===== src/verilog/rct_pkg.sv =====
// Register map, fields, scale tables and timing of the ripple counter
package rct_pkg;

    // Register byte offsets on APB
    localparam logic [7:0] RCT_OFF_CTRL = 8'h00;
    localparam logic [7:0] RCT_OFF_MODEL = 8'h04;
    localparam logic [7:0] RCT_OFF_FILTER = 8'h08;
    localparam logic [7:0] RCT_OFF_CORR = 8'h0C;
    localparam logic [7:0] RCT_OFF_THRESH = 8'h10;
    localparam logic [7:0] RCT_OFF_COUNT = 8'h14;
    localparam logic [7:0] RCT_OFF_STATUS = 8'h18;
    localparam logic [7:0] RCT_OFF_NRT = 8'h1C;

    // CTRL field positions
    localparam int RCT_CTRL_ENABLE = 0;
    localparam int RCT_CTRL_CORR_DIS = 1;
    localparam int RCT_CTRL_OUT_GATE = 2;
    localparam int RCT_CTRL_VSNS = 3;
    localparam int RCT_CTRL_REP_LSB = 4;
    localparam int RCT_CTRL_STALL = 6;
    localparam int RCT_CTRL_CLEAR = 8;

    // MODEL, FILTER, CORR, THRESH field positions
    localparam int RCT_COND_LSB = 0;
    localparam int RCT_COND_SCALE_LSB = 8;
    localparam int RCT_BEMF_LSB = 16;
    localparam int RCT_BEMF_SCALE_LSB = 24;
    localparam int RCT_BPQ_LSB = 0;
    localparam int RCT_BPGAIN_LSB = 8;
    localparam int RCT_MECH_LSB = 16;
    localparam int RCT_OUTFLT_LSB = 24;
    localparam int RCT_BLANK_LSB = 0;
    localparam int RCT_MISS_LSB = 2;
    localparam int RCT_THR_LSB = 0;
    localparam int RCT_THR_SCALE_LSB = 8;

    // Reset values
    localparam logic [31:0] RCT_CTRL_RST = 32'h0000_0000;
    localparam logic [31:0] RCT_MODEL_RST = 32'h0000_0000;
    localparam logic [31:0] RCT_FILTER_RST = 32'h0000_0000;
    localparam logic [31:0] RCT_CORR_RST = 32'h0000_0000;
    localparam logic [31:0] RCT_THRESH_RST = 32'h0000_0000;

    // Counter limits
    localparam logic [15:0] RCT_COUNT_MAX = 16'hFFFF;
    localparam logic [3:0] RCT_MUTE_RUN = 4'hC;

    // Pulse timing: 50 us at a 20 ns clock
    localparam int RCT_CLK_PERIOD_NS = 20;
    localparam int RCT_PULSE_TIME_NS = 50000;
    localparam int RCT_PULSE_CYCLES = RCT_PULSE_TIME_NS / RCT_CLK_PERIOD_NS;

    // Report selections
    localparam logic [1:0] RCT_REP_HOLD = 2'b00;
    localparam logic [1:0] RCT_REP_WRAP = 2'b01;
    localparam logic [1:0] RCT_REP_FAULT_THR = 2'b10;
    localparam logic [1:0] RCT_REP_FAULT_WRAP = 2'b11;

    // Control bits carried together
    typedef struct packed {
        logic stall_response_select;
        logic [1:0] count_report_select;
        logic voltage_sense_select;
        logic corrector_output_gate;
        logic correction_disable;
        logic ripple_count_enable;
    } rct_ctrl_s;

    // Decoded model scaling for the estimator
    typedef struct packed {
        logic [13:0] conductance_mult;
        logic [17:0] backemf_mult;
        logic [4:0] bandpass_gain_mult;
    } rct_scale_s;

    // Threshold scale: 2, 8, 16, 64
    function automatic logic [6:0] rct_thr_mult(input logic [1:0] code);
        case (code)
            2'b00: rct_thr_mult = 7'h02;
            2'b01: rct_thr_mult = 7'h08;
            2'b10: rct_thr_mult = 7'h10;
            default: rct_thr_mult = 7'h40;
        endcase
    endfunction

    // Conductance scale: 2, 64, 1024, 8192
    function automatic logic [13:0] rct_cond_mult(input logic [1:0] code);
        case (code)
            2'b00: rct_cond_mult = 14'h0002;
            2'b01: rct_cond_mult = 14'h0040;
            2'b10: rct_cond_mult = 14'h0400;
            default: rct_cond_mult = 14'h2000;
        endcase
    endfunction

    // Back-emf scale: 24 times 2^8, 2^9, 2^12, 2^13
    function automatic logic [17:0] rct_bemf_mult(input logic [1:0] code);
        case (code)
            2'b00: rct_bemf_mult = 18'h0_1800;
            2'b01: rct_bemf_mult = 18'h0_3000;
            2'b10: rct_bemf_mult = 18'h1_8000;
            default: rct_bemf_mult = 18'h3_0000;
        endcase
    endfunction

    // Band-pass gain: 2, 4, 8, 16
    function automatic logic [4:0] rct_gain_mult(input logic [1:0] code);
        case (code)
            2'b00: rct_gain_mult = 5'h02;
            2'b01: rct_gain_mult = 5'h04;
            2'b10: rct_gain_mult = 5'h08;
            default: rct_gain_mult = 5'h10;
        endcase
    endfunction

endpackage


===== src/verilog/rct_pulse_timer.sv =====
// Retriggerable fixed-length pulse generator
`timescale 1ns/10ps
module rct_pulse_timer
    import rct_pkg::*;
#(
    parameter int LEN = RCT_PULSE_CYCLES
)
(
    input wire logic clk,
    input wire logic rstn,
    input wire logic trig,
    output logic busy
);

    logic [11:0] left_reg;

    // Load on trigger, count down to zero
    always_ff @(posedge clk or negedge rstn)
    begin
        if (!rstn)
        begin
            left_reg <= 12'h000;
            busy <= 1'b0;
        end
        else if (trig)
        begin
            left_reg <= 12'(LEN - 1);
            busy <= 1'b1;
        end
        else if (left_reg != 12'h000)
        begin
            left_reg <= left_reg - 12'h001;
        end
        else
        begin
            busy <= 1'b0;
        end
    end

endmodule


===== src/verilog/rct_ripple_counter.sv =====
// Ripple counter configuration, error corrector, count, threshold and pin logic
//
// Chosen here: register access over APB and the register addresses.
`timescale 1ns/10ps
// Notes on behaviour
// Ripples are kept in a software-readable 16-bit count.
// Threshold flag latches once count exceeds setting times scale.
// Threshold scale codes 00..11 mean 2, 8, 16, 64.
// Clear-count write of 1 zeroes count and threshold flag.
// Report selection decides if fault goes low on threshold.
// Conductance scale codes 00..11 mean 2, 64, 1024, 8192.
// Conductance value is an 8-bit integer, at most 255.
// Back-emf scale codes mean 24 times 2^8, 2^9, 2^12, 2^13.
// Band-pass gain codes 00..11 mean 2, 4, 8, 16.
// Voltage sense bit picks analog filter at 0, digital duty estimate at 1.
// Correction disable at 1 stops corrector and pulse pin.
// Gate at 0 keeps pulses flowing with motor stopped.
// Gate at 1 mutes pulses after 12 inserted pulses without a filter pulse.
// Blanking window after a ripple drops extra pulses.
// No pulse by end of miss window: corrector inserts one.
// One 50 us positive open-drain pulse per counted ripple.
// Mechanical low-pass setting sets counter response time.
// Filter damping setting sets the band-pass quality factor.
// Threshold settings never change the ripple count itself.
// Counting happens only while the count enable bit is 1.
// At maximum: hold for codes 00/10, wrap for 01/11; 11 pulses fault 50 us.
// Count advances once per pulse leaving the corrector.
module rct_ripple_counter
    import rct_pkg::*;
(
    input wire logic clk,
    input wire logic rstn,
    input wire logic psel,
    input wire logic penable,
    input wire logic pwrite,
    input wire logic [7:0] paddr,
    input wire logic [31:0] pwdata,
    output logic [31:0] prdata,
    output logic pready,
    output logic pslverr,
    input wire logic bandpass_pulse,
    input wire logic [15:0] ripple_period,
    output logic ripple_pulse_out_o,
    output logic ripple_pulse_out_oe,
    output logic fault_alert_n_o,
    output logic fault_alert_n_oe,
    output rct_ctrl_s ctrl_out,
    output rct_scale_s scale_out,
    output logic [7:0] motor_conductance,
    output logic [7:0] backemf_constant,
    output logic [7:0] bandpass_q,
    output logic [7:0] mech_lowpass,
    output logic [7:0] output_filter_cutoff
);

    rct_ctrl_s ctrl_reg;
    logic [31:0] model_reg;
    logic [31:0] filter_reg;
    logic [3:0] corr_reg;
    logic [9:0] thresh_reg;
    logic [15:0] count_reg;
    logic [15:0] count_next;
    logic reached_reg;
    logic reached_next;
    logic [13:0] nrt_reg;
    logic clear_cmd;
    logic wr_en;
    logic rd_en;
    logic addr_ok;
    logic [31:0] rd_data;
    logic [15:0] since_reg;
    logic [16:0] blank_len;
    logic [16:0] miss_len;
    logic [17:0] miss_at;
    logic real_pulse;
    logic insert_pulse;
    logic corr_pulse;
    logic count_event;
    logic [3:0] insert_run_reg;
    logic muted_reg;
    logic at_max;
    logic wrap_event;
    logic rip_busy;
    logic wrap_busy;

    // APB decode: transfers complete in the second access cycle
    assign wr_en = psel && penable && pready && pwrite;
    assign rd_en = psel && penable && !pready && !pwrite;
    assign clear_cmd = wr_en && (paddr == RCT_OFF_CTRL) && pwdata[RCT_CTRL_CLEAR];

    // Address map check
    always_comb
    begin
        case (paddr)
            RCT_OFF_CTRL, RCT_OFF_MODEL, RCT_OFF_FILTER, RCT_OFF_CORR,
            RCT_OFF_THRESH, RCT_OFF_COUNT, RCT_OFF_STATUS, RCT_OFF_NRT: addr_ok = 1'b1;
            default: addr_ok = 1'b0;
        endcase
    end

    // Read multiplexer
    always_comb
    begin
        rd_data = 32'h0000_0000;
        case (paddr)
            RCT_OFF_CTRL: rd_data = {25'h0, ctrl_reg};
            RCT_OFF_MODEL: rd_data = model_reg;
            RCT_OFF_FILTER: rd_data = filter_reg;
            RCT_OFF_CORR: rd_data = {28'h0, corr_reg};
            RCT_OFF_THRESH: rd_data = {22'h0, thresh_reg};
            // count readback
            RCT_OFF_COUNT: rd_data = {16'h0000, count_reg};
            RCT_OFF_STATUS: rd_data = {30'h0, muted_reg, reached_reg};
            RCT_OFF_NRT: rd_data = {18'h0, nrt_reg};
            default: rd_data = 32'h0000_0000;
        endcase
    end

    // Bus answer: one wait state, error on unmapped address
    always_ff @(posedge clk or negedge rstn)
    begin
        if (!rstn)
        begin
            pready <= 1'b0;
            pslverr <= 1'b0;
            prdata <= 32'h0000_0000;
        end
        else if (psel && penable && !pready)
        begin
            pready <= 1'b1;
            pslverr <= !addr_ok;
            prdata <= rd_en ? rd_data : 32'h0000_0000;
        end
        else
        begin
            pready <= 1'b0;
            pslverr <= 1'b0;
        end
    end

    // Control register; clear bit never stored
    always_ff @(posedge clk or negedge rstn)
    begin
        if (!rstn)
        begin
            ctrl_reg <= rct_ctrl_s'(RCT_CTRL_RST[6:0]);
        end
        else if (wr_en && paddr == RCT_OFF_CTRL)
        begin
            ctrl_reg <= rct_ctrl_s'(pwdata[6:0]);
        end
    end

    // Model, filter, corrector and threshold settings
    always_ff @(posedge clk or negedge rstn)
    begin
        if (!rstn)
        begin
            model_reg <= RCT_MODEL_RST;
            filter_reg <= RCT_FILTER_RST;
            corr_reg <= RCT_CORR_RST[3:0];
            thresh_reg <= RCT_THRESH_RST[9:0];
        end
        else if (wr_en)
        begin
            case (paddr)
                // conductance kept as 8-bit integer
                RCT_OFF_MODEL: model_reg <= pwdata & 32'h03FF_03FF;
                RCT_OFF_FILTER: filter_reg <= pwdata & 32'hFFFF_03FF;
                RCT_OFF_CORR: corr_reg <= pwdata[3:0];
                RCT_OFF_THRESH: thresh_reg <= pwdata[9:0];
                default: ;
            endcase
        end
    end

    // Settings and decoded scales to the estimator
    always_ff @(posedge clk or negedge rstn)
    begin
        if (!rstn)
        begin
            ctrl_out <= rct_ctrl_s'(RCT_CTRL_RST[6:0]);
            scale_out <= '0;
            motor_conductance <= 8'h00;
            backemf_constant <= 8'h00;
            bandpass_q <= 8'h00;
            mech_lowpass <= 8'h00;
            output_filter_cutoff <= 8'h00;
        end
        else
        begin
            // voltage sense select passed out
            ctrl_out <= ctrl_reg;
            // conductance scale
            scale_out.conductance_mult <= rct_cond_mult(model_reg[RCT_COND_SCALE_LSB +: 2]);
            // back-emf scale
            scale_out.backemf_mult <= rct_bemf_mult(model_reg[RCT_BEMF_SCALE_LSB +: 2]);
            // band-pass gain
            scale_out.bandpass_gain_mult <= rct_gain_mult(filter_reg[RCT_BPGAIN_LSB +: 2]);
            motor_conductance <= model_reg[RCT_COND_LSB +: 8];
            backemf_constant <= model_reg[RCT_BEMF_LSB +: 8];
            // band-pass quality factor
            bandpass_q <= filter_reg[RCT_BPQ_LSB +: 8];
            // counter response time
            mech_lowpass <= filter_reg[RCT_MECH_LSB +: 8];
            output_filter_cutoff <= filter_reg[RCT_OUTFLT_LSB +: 8];
        end
    end

    // Window lengths in eighths of the expected ripple interval
    assign blank_len = 17'(({1'b0, ripple_period} >> 3) * (17'(corr_reg[RCT_BLANK_LSB +: 2]) + 17'h0_0001));
    assign miss_len = 17'(({1'b0, ripple_period} >> 3) * (17'(corr_reg[RCT_MISS_LSB +: 2]) + 17'h0_0001));
    assign miss_at = {2'b00, ripple_period} + {1'b0, miss_len};

    // filter pulses inside the blanking window are extra
    assign real_pulse = bandpass_pulse && ({1'b0, since_reg} >= blank_len);
    // no filter pulse by end of miss window: insert one
    assign insert_pulse = !bandpass_pulse && ({2'b00, since_reg} >= miss_at) && (ripple_period != 16'h0000);
    assign corr_pulse = real_pulse || insert_pulse;
    // corrector off: raw pulses counted, pin silent
    // count follows corrector output
    assign count_event = ctrl_reg.ripple_count_enable &&
        (ctrl_reg.correction_disable ? bandpass_pulse : corr_pulse);

    // Time since last accepted ripple, saturating
    always_ff @(posedge clk or negedge rstn)
    begin
        if (!rstn)
        begin
            since_reg <= 16'h0000;
        end
        else if (!ctrl_reg.ripple_count_enable || corr_pulse)
        begin
            since_reg <= 16'h0000;
        end
        else if (since_reg != 16'hFFFF)
        begin
            since_reg <= since_reg + 16'h0001;
        end
    end

    // inserted-pulse run; a filter pulse ends it
    always_ff @(posedge clk or negedge rstn)
    begin
        if (!rstn)
        begin
            insert_run_reg <= 4'h0;
            muted_reg <= 1'b0;
        end
        else if (!ctrl_reg.ripple_count_enable || bandpass_pulse)
        begin
            insert_run_reg <= 4'h0;
            muted_reg <= 1'b0;
        end
        else if (insert_pulse && insert_run_reg != RCT_MUTE_RUN)
        begin
            insert_run_reg <= insert_run_reg + 4'h1;
            muted_reg <= (insert_run_reg + 4'h1 == RCT_MUTE_RUN) && ctrl_reg.corrector_output_gate;
        end
        else if (insert_run_reg == RCT_MUTE_RUN)
        begin
            // gate off never mutes
            muted_reg <= ctrl_reg.corrector_output_gate;
        end
    end

    // maximum handling: hold or wrap by report code
    assign at_max = (count_reg == RCT_COUNT_MAX);
    assign wrap_event = count_event && at_max && ctrl_reg.count_report_select[0];

    always_comb
    begin
        count_next = count_reg;
        // clear command zeroes the count
        if (clear_cmd)
        begin
            count_next = 16'h0000;
        end
        // enable folded into count_event
        if (count_event)
        begin
            if (!at_max)
            begin
                count_next = (clear_cmd ? 16'h0000 : count_reg) + 16'h0001;
            end
            else if (ctrl_reg.count_report_select[0])
            begin
                count_next = 16'h0000;
            end
            else if (clear_cmd)
            begin
                count_next = 16'h0001;
            end
        end
    end

    // ripple count register
    always_ff @(posedge clk or negedge rstn)
    begin
        if (!rstn)
        begin
            count_reg <= 16'h0000;
        end
        else
        begin
            count_reg <= count_next;
        end
    end

    // threshold in ripples; R19 it only feeds the flag
    always_ff @(posedge clk or negedge rstn)
    begin
        if (!rstn)
        begin
            nrt_reg <= 14'h0000;
        end
        else
        begin
            nrt_reg <= 14'(thresh_reg[RCT_THR_LSB +: 8] * rct_thr_mult(thresh_reg[RCT_THR_SCALE_LSB +: 2]));
        end
    end

    // sticky flag, set wins over clear
    assign reached_next = (count_next > {2'b00, nrt_reg}) || (reached_reg && !clear_cmd);

    always_ff @(posedge clk or negedge rstn)
    begin
        if (!rstn)
        begin
            reached_reg <= 1'b0;
        end
        else
        begin
            reached_reg <= reached_next;
        end
    end

    // R16 50 us pin pulse per corrector pulse
    rct_pulse_timer #(
        .LEN(RCT_PULSE_CYCLES)
    ) u_rip_timer (
        .clk(clk),
        .rstn(rstn),
        .trig(count_event && !ctrl_reg.correction_disable && !muted_reg),
        .busy(rip_busy)
    );

    // R21 50 us fault pulse on wrap in code 11
    rct_pulse_timer #(
        .LEN(RCT_PULSE_CYCLES)
    ) u_wrap_timer (
        .clk(clk),
        .rstn(rstn),
        .trig(wrap_event && ctrl_reg.count_report_select == RCT_REP_FAULT_WRAP),
        .busy(wrap_busy)
    );

    // Open-drain pins: drive low unless releasing
    always_ff @(posedge clk or negedge rstn)
    begin
        if (!rstn)
        begin
            ripple_pulse_out_o <= 1'b0;
            ripple_pulse_out_oe <= 1'b1;
            fault_alert_n_o <= 1'b0;
            fault_alert_n_oe <= 1'b0;
        end
        else
        begin
            ripple_pulse_out_o <= 1'b0;
            // released (high) during the pulse
            ripple_pulse_out_oe <= !rip_busy;
            fault_alert_n_o <= 1'b0;
            // fault low on threshold only for code 10
            fault_alert_n_oe <= (ctrl_reg.count_report_select == RCT_REP_FAULT_THR && reached_reg) || wrap_busy;
        end
    end

endmodule


===== config.mk =====
export PLATFORM = sky130hd
export DESIGN_NAME = rct_ripple_counter
export DESIGN_NICKNAME = d
export VERILOG_FILES = /design/src/verilog/rct_pkg.sv /design/src/verilog/rct_pulse_timer.sv /design/src/verilog/rct_ripple_counter.sv
export SDC_FILE = /design/constraint.sdc
export NUM_CORES = 1
export LEC_CHECK = 0
export ABC_AREA = 1
export BUFFER_PORTS_ARGS = -buffer_cell sky130_fd_sc_hd__buf_2
export CAP_MARGIN = 20
export CELL_PAD_IN_SITES_DETAIL_PLACEMENT = 1
export CELL_PAD_IN_SITES_GLOBAL_PLACEMENT = 1
export CORE_UTILIZATION = 40
export CTS_BUF_LIST = sky130_fd_sc_hd__clkbuf_8
export CTS_CLUSTER_DIAMETER = 200
export DETAILED_ROUTE_END_ITERATION = 6
export PLACE_DENSITY_LB_ADDON = 0.1
export SLEW_MARGIN = 5
export SYNTH_ARGS = -nofsm -noshare
export SYNTH_HDL_FRONTEND = slang
export SYNTH_SLANG_ARGS = --single-unit

===== constraint.sdc =====
create_clock -name clk -period 6.1 [get_ports clk]
set_input_delay 0.915 -clock clk [delete_from_list [all_inputs] [get_ports clk]]
set_output_delay 0.915 -clock clk [all_outputs]
set_load 0.05 [all_outputs]

==> key figures <==
Yosys
  • Synth async-reset ratio: 100%
  • Synth Flop Type: dfrtp_1
  • Post-synth top cells: 373 x nand2_1, 311 x inv_1, 240 x dfrtp_1, 137 x o21ai_0, 125 x nor2_1
  • Synth Warn #: 0
  • EDFF count, synth: 0
  • Synth Register Bits: 241
  • Mapped Area: 0.0153 mm2
  • Cell accounting for the most synthesized area: dfrtp_1
  • Synth area leaders: dfrtp_1 39%, ha_1 10%, nand2_1 9.2%, inv_1 7.6%, fa_1 6.2%
  • Post-synth top area share: 39.3%
  • Seq/Total Area, Yosys: 39.4%
  • Yosys cell types: 64
  • Most numerous cell in the Yosys netlist: nand2_1
  • Avg Cell Area, Syn: 8.42 um2
  • Post-Synthesis Cells: 1817

Setup path
  • Worst path required time: 6650 ps
  • Critical Path End Type: register
  • Worst Path Max Fanout: 7
  • Worst Reg2Reg Path Length in Cells: 41
  • CP Class: register to register
  • Most used cell, CP: nand2_1
  • CP arrival: 6670 ps
  • Critical-path top delay cell: fa_1
  • Crit start category: register
  • Max incr delay on CP: 560 ps

Pwr
  • Static leakage: 10.2 nW
  • PwrDens: 199 mW/mm2
  • Peak VDD IR: 0.000262 V

Die
  • Initial core utilization: 40.6%
  • Core Region: 0.0377 mm2
  • Vert. Die Dim: 198 um
  • I/O pins: 184
  • Die area: 0.0390 mm2
  • Chip width: 198 um
  • Site row count: 71

Routing
  • Residual DRC: 0
  • DR WL/cell: 18.0 um
  • DR vias: 13200
  • Final wirelength: 47.3 mm
  • Iter 0 DRT Violations: 638
  • DRT antenna net count: 0
  • Drt first pass iters: 4
  • Via/cell ratio: 5.02

Clock tree
  • Clk buf depth: 3
  • CTS Root Cell: clkbuf_8
  • CTS tree: yes
  • Clk slew on worst S/H paths: 60 ps
  • Clock sinks: 241
  • Clock insertion delay at the later pin of the skew report: 610 ps
  • Total clock buffers created by CTS: 44
  • Htree depth: 2

Timing
  • Final setup viols: 1
  • Worst slew pin tran: 1060 ps
  • Max Transition Viols Final: 0
  • Fmax: 0.163 GHz
  • Final count of hold timing violations: 0
  • Clk_skew: 30.0 ps
  • RSZ-0062 raised after global routing: yes
  • PnR worst setup slack: -25.6 ps
  • Fin crit period: 6130 ps
  • Fin crit share: 100%
  • Slew margin rel.: 29.1%
  • Setup tns final: -25.6 ps

Global route
  • Vias in the first global route: 14000
  • Largest net degree at the start of global routing: 166
  • Total gr overflow: 0
  • Global-route wire length before repair: 76.2 mm
  • Initial antenna violation count: 1
  • Total track usage: 25.1%

Min path
  • Tightest Hold Check Type: input port to asynchronous set/reset pin

Placement
  • Buffers on Ports: 152
  • Pre-CTS WS: -615 ps
  • Gpl congestion: 0.873
  • Final HPWL DP: 36.2 mm

Cells and area
  • Nets: 2321
  • Area Overhead vs Synth: 21.4%
  • Fraction of layout cells with a size suffix above 1: 21.4%
  • Max reg flops: 32

Outcome
  • Status: complete, but fails checks
  • Failing checks: setup timing

Job
  • Max-cap check violation count: 0
==> kinds of logic after synthesis <==
| group | synth area share (%) |
|---|---|
| other cells | 0.0245 |
| mux | 0.442 |
| compound gates | 11.4 |
| buf+inv | 10.4 |
| flops | 39.4 |
| fa+ha+maj | 16.3 |
| simple gates | 19.0 |
| xor+xnor | 2.92 |
==> where the power goes <==
group | internal [mW] | switching [mW] | total (mW)
combinational | 0.156 | 0.266 | 0.421
clock | 0.927 | 0.734 | 1.66
sequential | 1.60 | 0.00345 | 1.61
total | 2.69 | 1.00 | 3.69
==> critical path, delay by kind of cell (launching register included) <==
family	cells	cell delay [ps]
adders and majority gates	6	2220
and+or+nand+nor	20	1600
AOI/OAI and AO/OA	6	840
buffers and inverters	8	800
DFF	1	410
xor gates and xnor gates	1	190
==> layer usage <==
layer	part of all wire [%]	GRT usage, %	vias up
li1	-	-	6337
met1	46	33.2	6588
met2	47	41.6	221
met3	4.1	5.00	69
met4	2.4	7.09	0
met5	0	0	-
==> what timing repair did <==
action | in CTS | in global routing
endpoints found under the setup margin | 1 | 1
buffers inserted | 1 | 9
cloned | 1 | 0
gates resized for setup | 27 | 55
hold buffers | 0 | 0
pin swaps | 12 | 51
==> layout by cell type, fill, tap and decap left out, drive strengths merged, types with 4 or more instances in the layout <==
cell type and instances:
fa 47, mux2 6, nand2 382, a211oi 6, a21o 4, ha 124
dfrtp 240, nor2 136, buf 261, nor4 10, a22o 11, a31oi 9
o211ai 8, nand3 75, o22ai 9, clkbuf 57, o221ai 4, a21oi 63
nor3 29, o21ai 164, nand4 20, xnor2 13, clkinv 9, inv 337
xor2 38, conb 25
==> cell type report <==
type                       instances  area [um2]
fill                            4639       19100
timing repair buffer             261        1640
clock inverter                    22         161
sequential                       241        6030
timing repair inverter             1        6.26
antenna                            1        2.50
inverter                         326        1240
tap                              511         639
multi-input combinational       1213        8060
clock buffer                      57         785
==> through the flow <==
| stage | instance area [um2] | hold slack (ps) | cells | power [mW] | utilization [%] |
|---|---|---|---|---|---|
| 3_5_place_dp | 17200 | 372 | 2543 | 2.02 | 45.6 |
| 5_1_grt | 18600 | 287 | 2633 | 3.85 | 49.3 |
| 4_1_cts | 18300 | 266 | 2624 | 3.71 | 48.6 |
| 6_report | 18600 | 249 | 2633 | 3.69 | 49.3 |
| 2_1_floorplan | 15400 | 359 | 1841 | 1.85 | - |
| 3_3_place_gp | 17200 | 369 | 2543 | 2.01 | 45.6 |
==> final timing paths <==
path,endpoint,slack (ps),start
max in group asynchronous,mech_lowpass[5]$_DFF_PN0_,4460,rstn
setup reg to reg,reached_reg$_DFF_PN0_,-30,corr_reg[2]$_DFFE_PN0P_
setup / recovery,reached_reg$_DFF_PN0_,-30,corr_reg[2]$_DFFE_PN0P_
hold reg to reg,ripple_pulse_out_oe$_DFF_PN1_,380,u_rip_timer.busy$_DFFE_PN0P_
min in group clk,ripple_pulse_out_oe$_DFF_PN1_,380,u_rip_timer.busy$_DFFE_PN0P_
hold / removal,since_reg[2]$_DFFE_PN0P_,250,rstn
(Power assumes the default switching activity.)
